===== src/hw/timer_sel_cfg.svh =====
// timer_sel_cfg.svh: field positions, codes and prescaler taps for the clock and clear select
// assumes: included by the package and the design modules, nothing else
`ifndef TIMER_SEL_CFG_SVH
`define TIMER_SEL_CFG_SVH

// ---------------------------------------------------------------------------
// control byte field positions
// ---------------------------------------------------------------------------
`define CLR_MSB        7
`define CLR_LSB        5
`define EDGE_MSB       4
`define EDGE_LSB       3
`define CLK_MSB        2
`define CLK_LSB        0

// ---------------------------------------------------------------------------
// prescaler tap bit positions; bit n divides the system clock by two to the n+1
// ---------------------------------------------------------------------------
`define DIV4_BIT       1
`define DIV16_BIT      3
`define DIV64_BIT      5
`define DIV256_BIT     7
`define DIV1024_BIT    9
`define DIV4096_BIT    11
`define PRESC_WIDTH    12

// ---------------------------------------------------------------------------
// edge select codes
// ---------------------------------------------------------------------------
`define EDGE_RISE      2'h0
`define EDGE_FALL      2'h1

`define CTRL_RESET     8'h00

`endif


===== src/hw/timer_sel_pkg.sv =====
// timer_sel_pkg.sv: types shared by the clock and clear select design
// assumes: timer_sel_cfg.svh is on the include path
package timer_sel_pkg;
    `include "timer_sel_cfg.svh"

    typedef enum logic [3:0] {
        src_div1    = 4'b0000,
        src_div4    = 4'b0001,
        src_div16   = 4'b0010,
        src_div64   = 4'b0011,
        src_div256  = 4'b0100,
        src_div1024 = 4'b0101,
        src_div4096 = 4'b0110,
        src_ext_a   = 4'b0111,
        src_ext_b   = 4'b1000,
        src_ext_c   = 4'b1001,
        src_ext_d   = 4'b1010,
        src_cascade = 4'b1011
    } clk_src_t;

    typedef enum logic [1:0] {
        clr_none = 2'b00,
        clr_reg  = 2'b01,
        clr_sync = 2'b10
    } clr_kind_t;
endpackage

===== src/hw/edge_counter_channel.sv =====
// edge_counter_channel.sv: one channel's edge detection on its chosen count source
// assumes: source level is already synchronised to clk; cascade pulse is one cycle wide
`include "timer_sel_cfg.svh"
module edge_counter_channel
    import timer_sel_pkg::*;
(
    input  wire logic                 clk,
    input  wire logic                 srst,
    input  wire logic                 src_level,
    input  wire logic                 bypass_edge,
    input  wire logic [1:0]           edge_sel,
    output logic                      count_tick
);
    logic prev;
    logic next_prev;

    always_comb begin
        next_prev = src_level;
    end

    always_ff @(posedge clk) begin
        if (srst) begin
            prev <= 1'b0;
        end else begin
            prev <= next_prev;
        end
    end

    // undivided clock and cascade pulses count as-is; else pick edges
    always_comb begin
        if (bypass_edge) begin
            count_tick = src_level;
        end else if (edge_sel == `EDGE_RISE) begin
            count_tick = src_level & ~prev;
        end else if (edge_sel == `EDGE_FALL) begin
            count_tick = ~src_level & prev;
        end else begin
            count_tick = src_level ^ prev;
        end
    end
endmodule


===== src/hw/timer_clock_and_clear_select.sv =====
// timer_clock_and_clear_select.sv: clock source and counter clear selection for six channels
// assumes: match/capture strobes and partner overflow strobes come from same-clock timer logic
`include "timer_sel_cfg.svh"
module timer_clock_and_clear_select
    import timer_sel_pkg::*;
#(
    parameter int CHANNELS = 6
) (
    input  wire logic                 clk,
    input  wire logic                 srst,
    input  wire logic [CHANNELS-1:0]  ctrl_we,
    input  wire logic [7:0]           ctrl_wdata,
    output logic [7:0]                ctrl_rdata [CHANNELS],
    input  wire logic [CHANNELS-1:0]  sync_enable,
    input  wire logic [CHANNELS-1:0]  phase_mode,
    input  wire logic [CHANNELS-1:0]  buffer_c,
    input  wire logic [CHANNELS-1:0]  buffer_d,
    input  wire logic [CHANNELS-1:0]  match_a,
    input  wire logic [CHANNELS-1:0]  match_b,
    input  wire logic [CHANNELS-1:0]  match_c,
    input  wire logic [CHANNELS-1:0]  match_d,
    input  wire logic                 channel2_counter_ovf,
    input  wire logic                 channel5_counter_ovf,
    input  wire logic                 ext_clock_in_a,
    input  wire logic                 ext_clock_in_b,
    input  wire logic                 ext_clock_in_c,
    input  wire logic                 ext_clock_in_d,
    output logic [CHANNELS-1:0]       count_tick,
    output logic [CHANNELS-1:0]       counter_clear
);
    // -----------------------------------------------------------------------
    // control bytes
    // -----------------------------------------------------------------------
    logic [7:0] ctrl      [CHANNELS];
    logic [7:0] next_ctrl [CHANNELS];

    function automatic logic has_four_regs(input int ch);
        return (ch == 0) || (ch == 3);
    endfunction

    always_comb begin
        for (int i = 0; i < CHANNELS; i++) begin
            next_ctrl[i] = ctrl[i];
            if (ctrl_we[i]) begin
                next_ctrl[i] = ctrl_wdata;
                if (!has_four_regs(i)) begin
                    next_ctrl[i][`CLR_MSB] = 1'b0;
                end
            end
        end
    end

    always_ff @(posedge clk) begin
        for (int i = 0; i < CHANNELS; i++) begin
            if (srst) begin
                ctrl[i] <= `CTRL_RESET;
            end else begin
                ctrl[i] <= next_ctrl[i];
            end
        end
    end

    assign ctrl_rdata = ctrl;

    // -----------------------------------------------------------------------
    // prescaler and pin synchronisers
    // -----------------------------------------------------------------------
    logic [`PRESC_WIDTH-1:0] presc;
    logic [`PRESC_WIDTH-1:0] next_presc;
    logic [3:0]              pin_s1;
    logic [3:0]              pin_s2;
    logic [3:0]              pin_s3;
    logic [3:0]              pin_state;
    logic [3:0]              next_pin_state;

    always_comb begin
        next_presc = presc + `PRESC_WIDTH'(1);
        // a change is accepted only once two late stages agree, filtering one-cycle glitches
        for (int p = 0; p < 4; p++) begin
            next_pin_state[p] = (pin_s2[p] == pin_s3[p]) ? pin_s3[p] : pin_state[p];
        end
    end

    always_ff @(posedge clk) begin
        if (srst) begin
            presc     <= '0;
            pin_s1    <= 4'h0;
            pin_s2    <= 4'h0;
            pin_s3    <= 4'h0;
            pin_state <= 4'h0;
        end else begin
            presc     <= next_presc;
            pin_s1    <= {ext_clock_in_d, ext_clock_in_c, ext_clock_in_b, ext_clock_in_a};
            pin_s2    <= pin_s1;
            pin_s3    <= pin_s2;
            pin_state <= next_pin_state;
        end
    end

    // -----------------------------------------------------------------------
    // per-channel source decode
    // -----------------------------------------------------------------------
    function automatic clk_src_t decode_src(input int ch, input logic [2:0] code);
        clk_src_t s;
        s = src_div1;
        case (code[1:0])
            2'h0: s = src_div1;
            2'h1: s = src_div4;
            2'h2: s = src_div16;
            default: s = src_div64;
        endcase
        if (code[2]) begin
            case (ch)
                0: s = clk_src_t'(src_ext_a + 4'(code[1:0]));
                1: s = (code[1:0] == 2'h0) ? src_ext_a :
                       (code[1:0] == 2'h1) ? src_ext_b :
                       (code[1:0] == 2'h2) ? src_div256 : src_cascade;
                2: s = (code[1:0] == 2'h0) ? src_ext_a :
                       (code[1:0] == 2'h1) ? src_ext_b :
                       (code[1:0] == 2'h2) ? src_ext_c : src_div1024;
                3: s = (code[1:0] == 2'h0) ? src_ext_a :
                       (code[1:0] == 2'h1) ? src_div1024 :
                       (code[1:0] == 2'h2) ? src_div256 : src_div4096;
                4: s = (code[1:0] == 2'h0) ? src_ext_a :
                       (code[1:0] == 2'h1) ? src_ext_c :
                       (code[1:0] == 2'h2) ? src_div1024 : src_cascade;
                default: s = (code[1:0] == 2'h0) ? src_ext_a :
                       (code[1:0] == 2'h1) ? src_ext_c :
                       (code[1:0] == 2'h2) ? src_div256 : src_ext_d;
            endcase
        end
        return s;
    endfunction

    logic [CHANNELS-1:0] raw_tick;

    genvar g;
    generate
        for (g = 0; g < CHANNELS; g++) begin : chan
            clk_src_t src;
            logic     level;
            logic     bypass;

            assign src = decode_src(g, ctrl[g][`CLK_MSB:`CLK_LSB]);

            always_comb begin
                case (src)
                    src_div1:    level = 1'b1;
                    src_div4:    level = presc[`DIV4_BIT];
                    src_div16:   level = presc[`DIV16_BIT];
                    src_div64:   level = presc[`DIV64_BIT];
                    src_div256:  level = presc[`DIV256_BIT];
                    src_div1024: level = presc[`DIV1024_BIT];
                    src_div4096: level = presc[`DIV4096_BIT];
                    src_ext_a:   level = pin_state[0];
                    src_ext_b:   level = pin_state[1];
                    src_ext_c:   level = pin_state[2];
                    src_ext_d:   level = pin_state[3];
                    src_cascade: level = (g == 1) ? channel2_counter_ovf
                                                  : channel5_counter_ovf;
                    default:     level = 1'b0;
                endcase
            end

            assign bypass = (src == src_div1) || (src == src_cascade);

            edge_counter_channel u_edge (
                .clk         (clk),
                .srst        (srst),
                .src_level   (level),
                .bypass_edge (bypass),
                .edge_sel    (ctrl[g][`EDGE_MSB:`EDGE_LSB]),
                .count_tick  (raw_tick[g])
            );

            // phase counting drives the counter elsewhere; the selected clock is dropped on channels 1, 2, 4 and 5
            assign count_tick[g] = (!has_four_regs(g) && phase_mode[g]) ? 1'b0
                                                                        : raw_tick[g];
        end
    endgenerate

    // -----------------------------------------------------------------------
    // clear selection
    // -----------------------------------------------------------------------
    logic [CHANNELS-1:0] own_clear;
    logic [CHANNELS-1:0] wants_sync;
    logic                any_sync_clear;

    always_comb begin
        for (int i = 0; i < CHANNELS; i++) begin
            logic [2:0] c;
            c = ctrl[i][`CLR_MSB:`CLR_LSB];
            own_clear[i]  = 1'b0;
            wants_sync[i] = 1'b0;
            case (c)
                3'h1: own_clear[i] = match_a[i];
                3'h2: own_clear[i] = match_b[i];
                3'h5: own_clear[i] = match_c[i] & ~buffer_c[i];
                3'h6: own_clear[i] = match_d[i] & ~buffer_d[i];
                3'h3, 3'h7: wants_sync[i] = 1'b1;
                default: own_clear[i] = 1'b0;
            endcase
        end
        any_sync_clear = |(own_clear & sync_enable);
        for (int i = 0; i < CHANNELS; i++) begin
            counter_clear[i] = own_clear[i]
                             | (wants_sync[i] & sync_enable[i] & any_sync_clear);
        end
    end
endmodule


===== config.mk =====
export PLATFORM = sky130hd
export DESIGN_NAME = timer_clock_and_clear_select
export DESIGN_NICKNAME = d
export VERILOG_FILES = /design/src/hw/timer_sel_pkg.sv /design/src/hw/edge_counter_channel.sv /design/src/hw/timer_clock_and_clear_select.sv
export VERILOG_INCLUDE_DIRS = /design/src /design/src/hw
export SDC_FILE = /design/constraint.sdc
export NUM_CORES = 1
export LEC_CHECK = 0
export BUFFER_PORTS_ARGS = -buffer_cell sky130_fd_sc_hd__buf_2
export CAP_MARGIN = 10
export CORE_AREA = 2 2 115 117
export CTS_CLUSTER_DIAMETER = 60
export CTS_CLUSTER_SIZE = 14
export DETAILED_ROUTE_END_ITERATION = 7
export DIE_AREA = 0 0 117 119
export HOLD_SLACK_MARGIN = 0.1
export PLACE_DENSITY_LB_ADDON = 0.05
export SYNTH_ARGS = -nofsm -noshare
export SYNTH_HDL_FRONTEND = slang
export SYNTH_SLANG_ARGS = --single-unit
export TNS_END_PERCENT = 20

===== constraint.sdc =====
create_clock -name clk -period 3 [get_ports clk]
set_clock_uncertainty 0.1 [all_clocks]
set_input_delay 0.45 -clock clk [delete_from_list [all_inputs] [get_ports clk]]
set_output_delay 0.45 -clock clk [all_outputs]
set_load 0.01 [all_outputs]

* Word level (Yosys, flattened, before mapping)
Cells that the tools add are included.
** Storage, ports and cells
- Register bits after elaboration :: 78
- Bits in latches :: 0
- Bits in writable memories :: 0
- Bits in read-only memories :: 0
- Input port bits :: 70
- Output and inout bits :: 60
- Word-level logic and storage cells :: 285
- Memories :: 0
** Cells by class
- Add/subtract/negate cells :: 2
- Multipliers :: 0
- Div/mod/pow operators :: 0
- $lt $le $gt $ge :: 0
- Equality and inequality tests :: 112
- Shift-type cells :: 0
- Muxes and demuxes :: 67
- Bitwise logic cells :: 57
- Reductions and logical operators :: 27
** Operators with widths (number)
- == test 4 x 3 -> 1 bit (second input constant) :: 24
- == test 4 bit (second input constant) :: 24
- two-way mux 4 bit :: 18
- one-hot mux 1 bit (12 select lines) :: 6
- == test 4 x 2 -> 1 bit (second input constant) :: 12
- one-hot mux 2 bit (3 select lines) :: 6
- == test 2 x 1 -> 1 bit (second input constant) :: 16
- AND 1 bit :: 28
- == test 2 bit (second input constant) :: 14
- two-way mux 1 bit :: 28
- == test 4 x 1 -> 1 bit (second input constant) :: 6
- logical NOT 2 bit :: 12
- logical NOT 4 bit :: 6
- == test 3 bit (second input constant) :: 6
- NOT 1 bit :: 16
- adder 12 x 1 -> 12 bit (second input constant) :: 1
- == test 3 x 2 -> 1 bit (second input constant) :: 4
- one-hot mux 1 bit (2 select lines) :: 4
- one-hot mux 1 bit (4 select lines) :: 2
- AND 6 bit :: 1
- == test 3 x 1 -> 1 bit (second input constant) :: 2
- logical OR 1 bit :: 6
- two-way mux 2 bit :: 3
- bitwise OR 1 bit :: 6
- other kinds (5) :: 14

* Logic depth before layout (Yosys ltp)
- Word-level depth :: 13
- Mapped depth :: 14
- Gate-level depth less buffers :: 13

* By module
Synthesis repeated with hierarchy kept, for this count alone.
** Unflattened totals
- Cells, all modules :: 568
- Area total of the unflattened synthesis :: 4987.3 um^2
** Modules (own cells, without submodules)
- timer_clock_and_clear_select :: times used 1, cells an instance 502, area an instance 4386.7 um^2, sequential area each 1441.4 um^2
- edge_counter_channel :: times used 6, cells an instance 11, area an instance 100.1 um^2, sequential area each 20.0 um^2

* Least setup slack after synthesis
No wires, ideal clock.
- Path kind :: register to output
- Start :: reg ctrl, in the netlist ctrl_rdata[40]
- End :: out count_tick[0]
- Arrival :: 2808 ps
- Data required time :: 2450 ps
- Slack :: -358 ps
- Stages on the path, launching flop included :: 15
- Buffers on the path :: 1
- Cell sequence :: dfxtp_1 inv_1 ha_1 mux2_2 a2111oi_0 a41oi_1 a41oi_1 inv_1 ha_1 nor2b_1 a211oi_1 a21oi_1 nor3_1 a21oi_1 buf_4
** Between the ends
- Cells in the longest elaborated chain, start to end :: 10
- Elaborated cells between the ends (all ways) :: 27
- Classes of those cells :: 1 x add/sub; 13 x eq/ne; 6 x mux; 4 x bitwise; 3 x reduce/logical
** RTL lines
- start, declared :: RTL line timer_clock_and_clear_select.sv:34 : logic [7:0] ctrl [CHANNELS];
- start signal, assigned by index :: RTL line timer_clock_and_clear_select.sv:56 : ctrl[i] <= `CTRL_RESET;
- start signal, assigned by index :: RTL line timer_clock_and_clear_select.sv:58 : ctrl[i] <= next_ctrl[i];
- == test 2 bit (tied with other cells) :: RTL line timer_clock_and_clear_select.sv:106 : case (code[1:0])
- one-hot mux 2 bit (3 select lines) :: RTL line timer_clock_and_clear_select.sv:106
- two-way mux 4 bit (*) :: RTL line timer_clock_and_clear_select.sv:112 : if (code[2]) begin
- == test 4 bit (tied with other cells) :: RTL line timer_clock_and_clear_select.sv:147 : case (src)
- one-hot mux 1 bit (12 select lines) (*) :: RTL line timer_clock_and_clear_select.sv:147
- named net chan[0].level :: RTL line timer_clock_and_clear_select.sv:141 : logic level;
- NOT 1 bit :: RTL line edge_counter_channel.sv:36 : count_tick = ~src_level & prev;
- AND 1 bit :: RTL line edge_counter_channel.sv:36
- two-way mux 1 bit :: RTL line edge_counter_channel.sv:35 : end else if (edge_sel == `EDGE_FALL) begin
- two-way mux 1 bit :: RTL line edge_counter_channel.sv:33 : end else if (edge_sel == `EDGE_RISE) begin
- two-way mux 1 bit (*) :: RTL line edge_counter_channel.sv:31 : if (bypass_edge) begin
- end, declared :: RTL line timer_clock_and_clear_select.sv:28 : output logic [CHANNELS-1:0] count_tick,
The timed path passes the listed nets; every way through them passes the cells marked *.

* Worst setup path in the final report
- Start :: reg ctrl, in the netlist ctrl_rdata[33]
- End :: out count_tick[1]
** Between the ends
- Cells in the longest elaborated chain, start to end :: 13
- Elaborated cells between the ends (all ways) :: 30
- Classes of those cells :: 13 x eq/ne; 10 x mux; 4 x bitwise; 3 x reduce/logical
** RTL lines
- == test 2 bit :: RTL line timer_clock_and_clear_select.sv:106, timer_clock_and_clear_select.sv:117
- two-way mux 4 bit :: RTL line timer_clock_and_clear_select.sv:117 : (code[1:0] == 2'h2) ? src_div256 : src_cascade;
- two-way mux 4 bit :: RTL line timer_clock_and_clear_select.sv:116 : (code[1:0] == 2'h1) ? src_ext_b :
- two-way mux 4 bit :: RTL line timer_clock_and_clear_select.sv:115 : 1: s = (code[1:0] == 2'h0) ? src_ext_a :
- two-way mux 4 bit (*) :: RTL line timer_clock_and_clear_select.sv:112
- == test 4 bit (tied with other cells) :: RTL line timer_clock_and_clear_select.sv:147
- one-hot mux 1 bit (12 select lines) (*) :: RTL line timer_clock_and_clear_select.sv:147
- named net chan[1].level :: RTL line timer_clock_and_clear_select.sv:141
- NOT 1 bit :: RTL line edge_counter_channel.sv:36
- AND 1 bit :: RTL line edge_counter_channel.sv:36
- two-way mux 1 bit :: RTL line edge_counter_channel.sv:35
- two-way mux 1 bit :: RTL line edge_counter_channel.sv:33
- two-way mux 1 bit (*) :: RTL line edge_counter_channel.sv:31
- two-way mux 1 bit (*) :: RTL line timer_clock_and_clear_select.sv:177 : assign count_tick[g] = (!has_four_regs(g) && phase_mode[g]) ? 1'b0
Marked as above.

==> run_results.csv <==
group,metric,value,unit
status,status,"finished, violations left",
yosys,synth-compound-area-share,16.1,%
global_route,grt-busiest-layer,"met2",
global_route,grt_overflow,0,
placement,gp_congestion,0.880,
cells_and_area,fin_nets,866,
yosys,synthArstFlopShare,0,%
global_route,met2_usage,34.9,%
power_and_ir_drop,powerDensity,437,nW/µm²
clock_network,cts_tree,"done",
die,fp.dieArea,13900,µm²
cells_and_area,final_cell_mix,"buf_2, buf_4, nor2_1, dfxtp_1, mux2i_1",
cells_and_area,num_antenna_cells,0,
route,num_vias,4648,
global_route,grtUsageMet1,24.8,%
die,coreArea,12900,µm²
timing,finalWorstSetupSlack,-0.428,ns
clock_network,clkTransAtPathRegs,0.06,ns
yosys,synth_top_area_share,31.6,%
yosys,syn_inst,569,
power_and_ir_drop,ir_worst_vdd,0.000288,V
die,die_h,119,µm
setup_path,path_max_fanout,4,
global_route,grt_pass1_vias,4528,
clock_network,cts-root-buf,"clkbuf_16",
setup_path,required,2.45,ns
route,drc_errors,0,
power_and_ir_drop,p_int,2.18,mW
job,drv_cap,0,
yosys,synth_top_family_by_area,"simple AND/OR/NAND/NOR gates",
timing,period_minus_slack,3.43,ns
status,violations,"negative setup slack",
yosys,avgSynthCellArea,8.69,µm²
setup_path,crit_arrival,2.88,ns
timing,rsz0062_at_grt,"true",
die,fp-row-count,42,
clock_network,clk_path_buf_depth,2,
yosys,yosys.area_share.simple,20.0,%
setup_path,critPathKind,"reg -> out",
route,viasPerCell,5.04,
yosys,ys_top_cells_by_area,"dfxtp_1, ha_1, mux2i_1",
placement,pre_cts_ws,-0.296,ns
worst_hold_path,hp-class,"in -> reg",
yosys,synthMuxAreaShare,11.5,%
timing,whs,0.212,ns
power_and_ir_drop,seq_power_share,37.8,%
timing,hold_viol,0,
yosys,yosysUniqueCellTypes,67,
yosys,yosys_register_bits,78,
die,io_pins,130,
setup_path,critPathLaunchType,"flip-flop",
yosys,synth-edff-count,0,
route,drt_wl_total,14100,µm
yosys,synth_top_area_cell,"dfxtp_1",
yosys,ys_seq_area_share,31.6,%
yosys,synthFlopType,"dfxtp_1",
power_and_ir_drop,p_clk_share,37.8,%
cells_and_area,final_cell_area,6980,µm²
placement,dp_hpwl,10300,µm
clock_network,clk_latency,0.35,ns
timing,fin_crit_sh,114,%
cells_and_area,post_route_cells_drive_above_1_share,41.2,%
setup_path,critPathCaptureType,"primary output",
global_route,grt_max_degree,65,
placement,port_buffers,107,
route,ant_nets,0,
power_and_ir_drop,power.leakage,3.18,nW
clock_network,cts_inserted_buffers,9,
timing,finalSetupViolations,6,
die,die_x,117,µm
die,initial_utilization,38.4,%
clock_network,h-tree-depth,3,
power_and_ir_drop,switching_power,0.871,mW
route,dr.pass1.iters,4,
power_and_ir_drop,power_switching_share,28.5,%
route,drt-initial-drc-count,131,
global_route,gr-usage-met3,3.10,%
yosys,synth-adder-area-share,13.7,%
yosys,synth_xor_area_share,1.24,%
power_and_ir_drop,power.total,3.05,mW
cells_and_area,area.growth.synth_to_final,41.0,%
placement,placed_cell_area,6210,µm²
yosys,synth_area,4950,µm²
global_route,grt_antenna_before_repair,0,
global_route,grt_pass1_wl,21900,µm
power_and_ir_drop,p_comb_share,24.4,%
timing,fmax,292,MHz
route,wl_per_cell,15.3,µm
global_route,grt_usage,20.3,%
clock_network,hold_buffers,0,
yosys,yosysWarnings,0,
timing,drv_slew,0,
clock_network,cts_sinks,78,
cells_and_area,fill_cells,1235,
cells_and_area,layout_commonest_cell,"buf_2",
## stage by stage
stage,instances,setup TNS (ns),utilization [%]
after floorplan,572,-0.128,-
after global placement,901,-0.686,48.3
after detailed placement,901,-0.977,48.3
after CTS,923,-2.41,52.1
after global routing,923,-3.03,54.2
final,923,-2.21,54.2
## cell families after synthesis
group | Yosys count
simple gates | 192
other cells | 1
flops | 78
buf+inv | 68
xor+xnor | 7
compound gates | 114
fa+ha+maj | 54
mux | 55
## synth_stat cells, drive strengths merged, types with 3 or more instances
cell,instances
a211o,3
a21oi,23
nand2,26
clkbuf,21
and3,3
nor3b,8
nand4,3
a41oi,3
nand3b,6
nand3,14
o21ai,27
or3,6
and2,6
ha,54
o31ai,4
xor2,5
a21o,6
a221oi,3
or3b,4
o211ai,7
a211oi,6
a22oi,5
o22ai,3
nand2b,3
a31o,4
buf,10
nor3,14
inv,37
nor2,68
dfxtp,78
mux2i,48
mux2,6
nor2b,20
a31oi,3
nor4b,4
## repair_timing
| item | in CTS | in global routing |
|---|---|---|
| hold endpoints to repair | 0 | 0 |
| endpoints found under the setup margin | 10 | 6 |
| resized for setup | 38 | 60 |
| pin swaps | 18 | 25 |
| setup buffers | 6 | 0 |
## registers in the layout, summed over array words and instances (netlist names)
register	cells
pin_s1	4
pin_state	4
chan.u_edge.prev	6
ctrl_rdata	44
presc	12
pin_s3	4
pin_s2	4
## critical path, cell delays in order (launching register included)
cell and delay (ns):
dfxtp_4 0.36, buf_6 0.12, ha_4 0.16, or4_4 0.51
and2_4 0.17, o21ai_4 0.16, a311oi_4 0.13, inv_1 0.09
ha_2 0.16, nor2b_4 0.14, a211oi_2 0.04, a21oi_1 0.12
nor2_1 0.07, a211oi_2 0.14, buf_2 0.16
## worst paths after layout
check	startpoint	to	slack (ns)	cells past startpoint
setup / recovery	ctrl_rdata[33]	count_tick[1]	-0.43	14
hold / removal	ext_clock_in_b	pin_s1[1]	0.21	2
setup reg to reg	presc[3]	presc[10]	0.96	6
hold reg to reg	pin_s1[3]	pin_s2[3]	0.34	1
## final cells by class
class                           instances  area, µm²  area share (%)
Clock buffer                           12        267            3.82
Inverter                               37        149            2.13
Sequential cell                        78       1590            22.8
Clock inverter                          4       53.8           0.771
Timing Repair Buffer                  190       1180            16.9
Multi-Input combinational cell        426       3510            50.3
Tap cell                              176        220            3.16
## power groups by stage
stage          sequential (mW)  clock, mW  combinational, mW
6_report                  1.15       1.15              0.745
5_1_grt                   1.16       1.24              0.827
4_1_cts                   1.15       1.18              0.700
3_5_place_dp              1.17          0              0.663
3_3_place_gp              1.17          0              0.645
2_1_floorplan             1.18          0              0.383
## routing by layer
layer / vias to the layer above / part of all wire, %
met5: - / 0
met4: 0 / 2.4
met3: 25 / 3.5
met2: 99 / 49
met1: 2176 / 45
li1: 2348 / -
No activity file was read; power rests on OpenSTA's default activity.
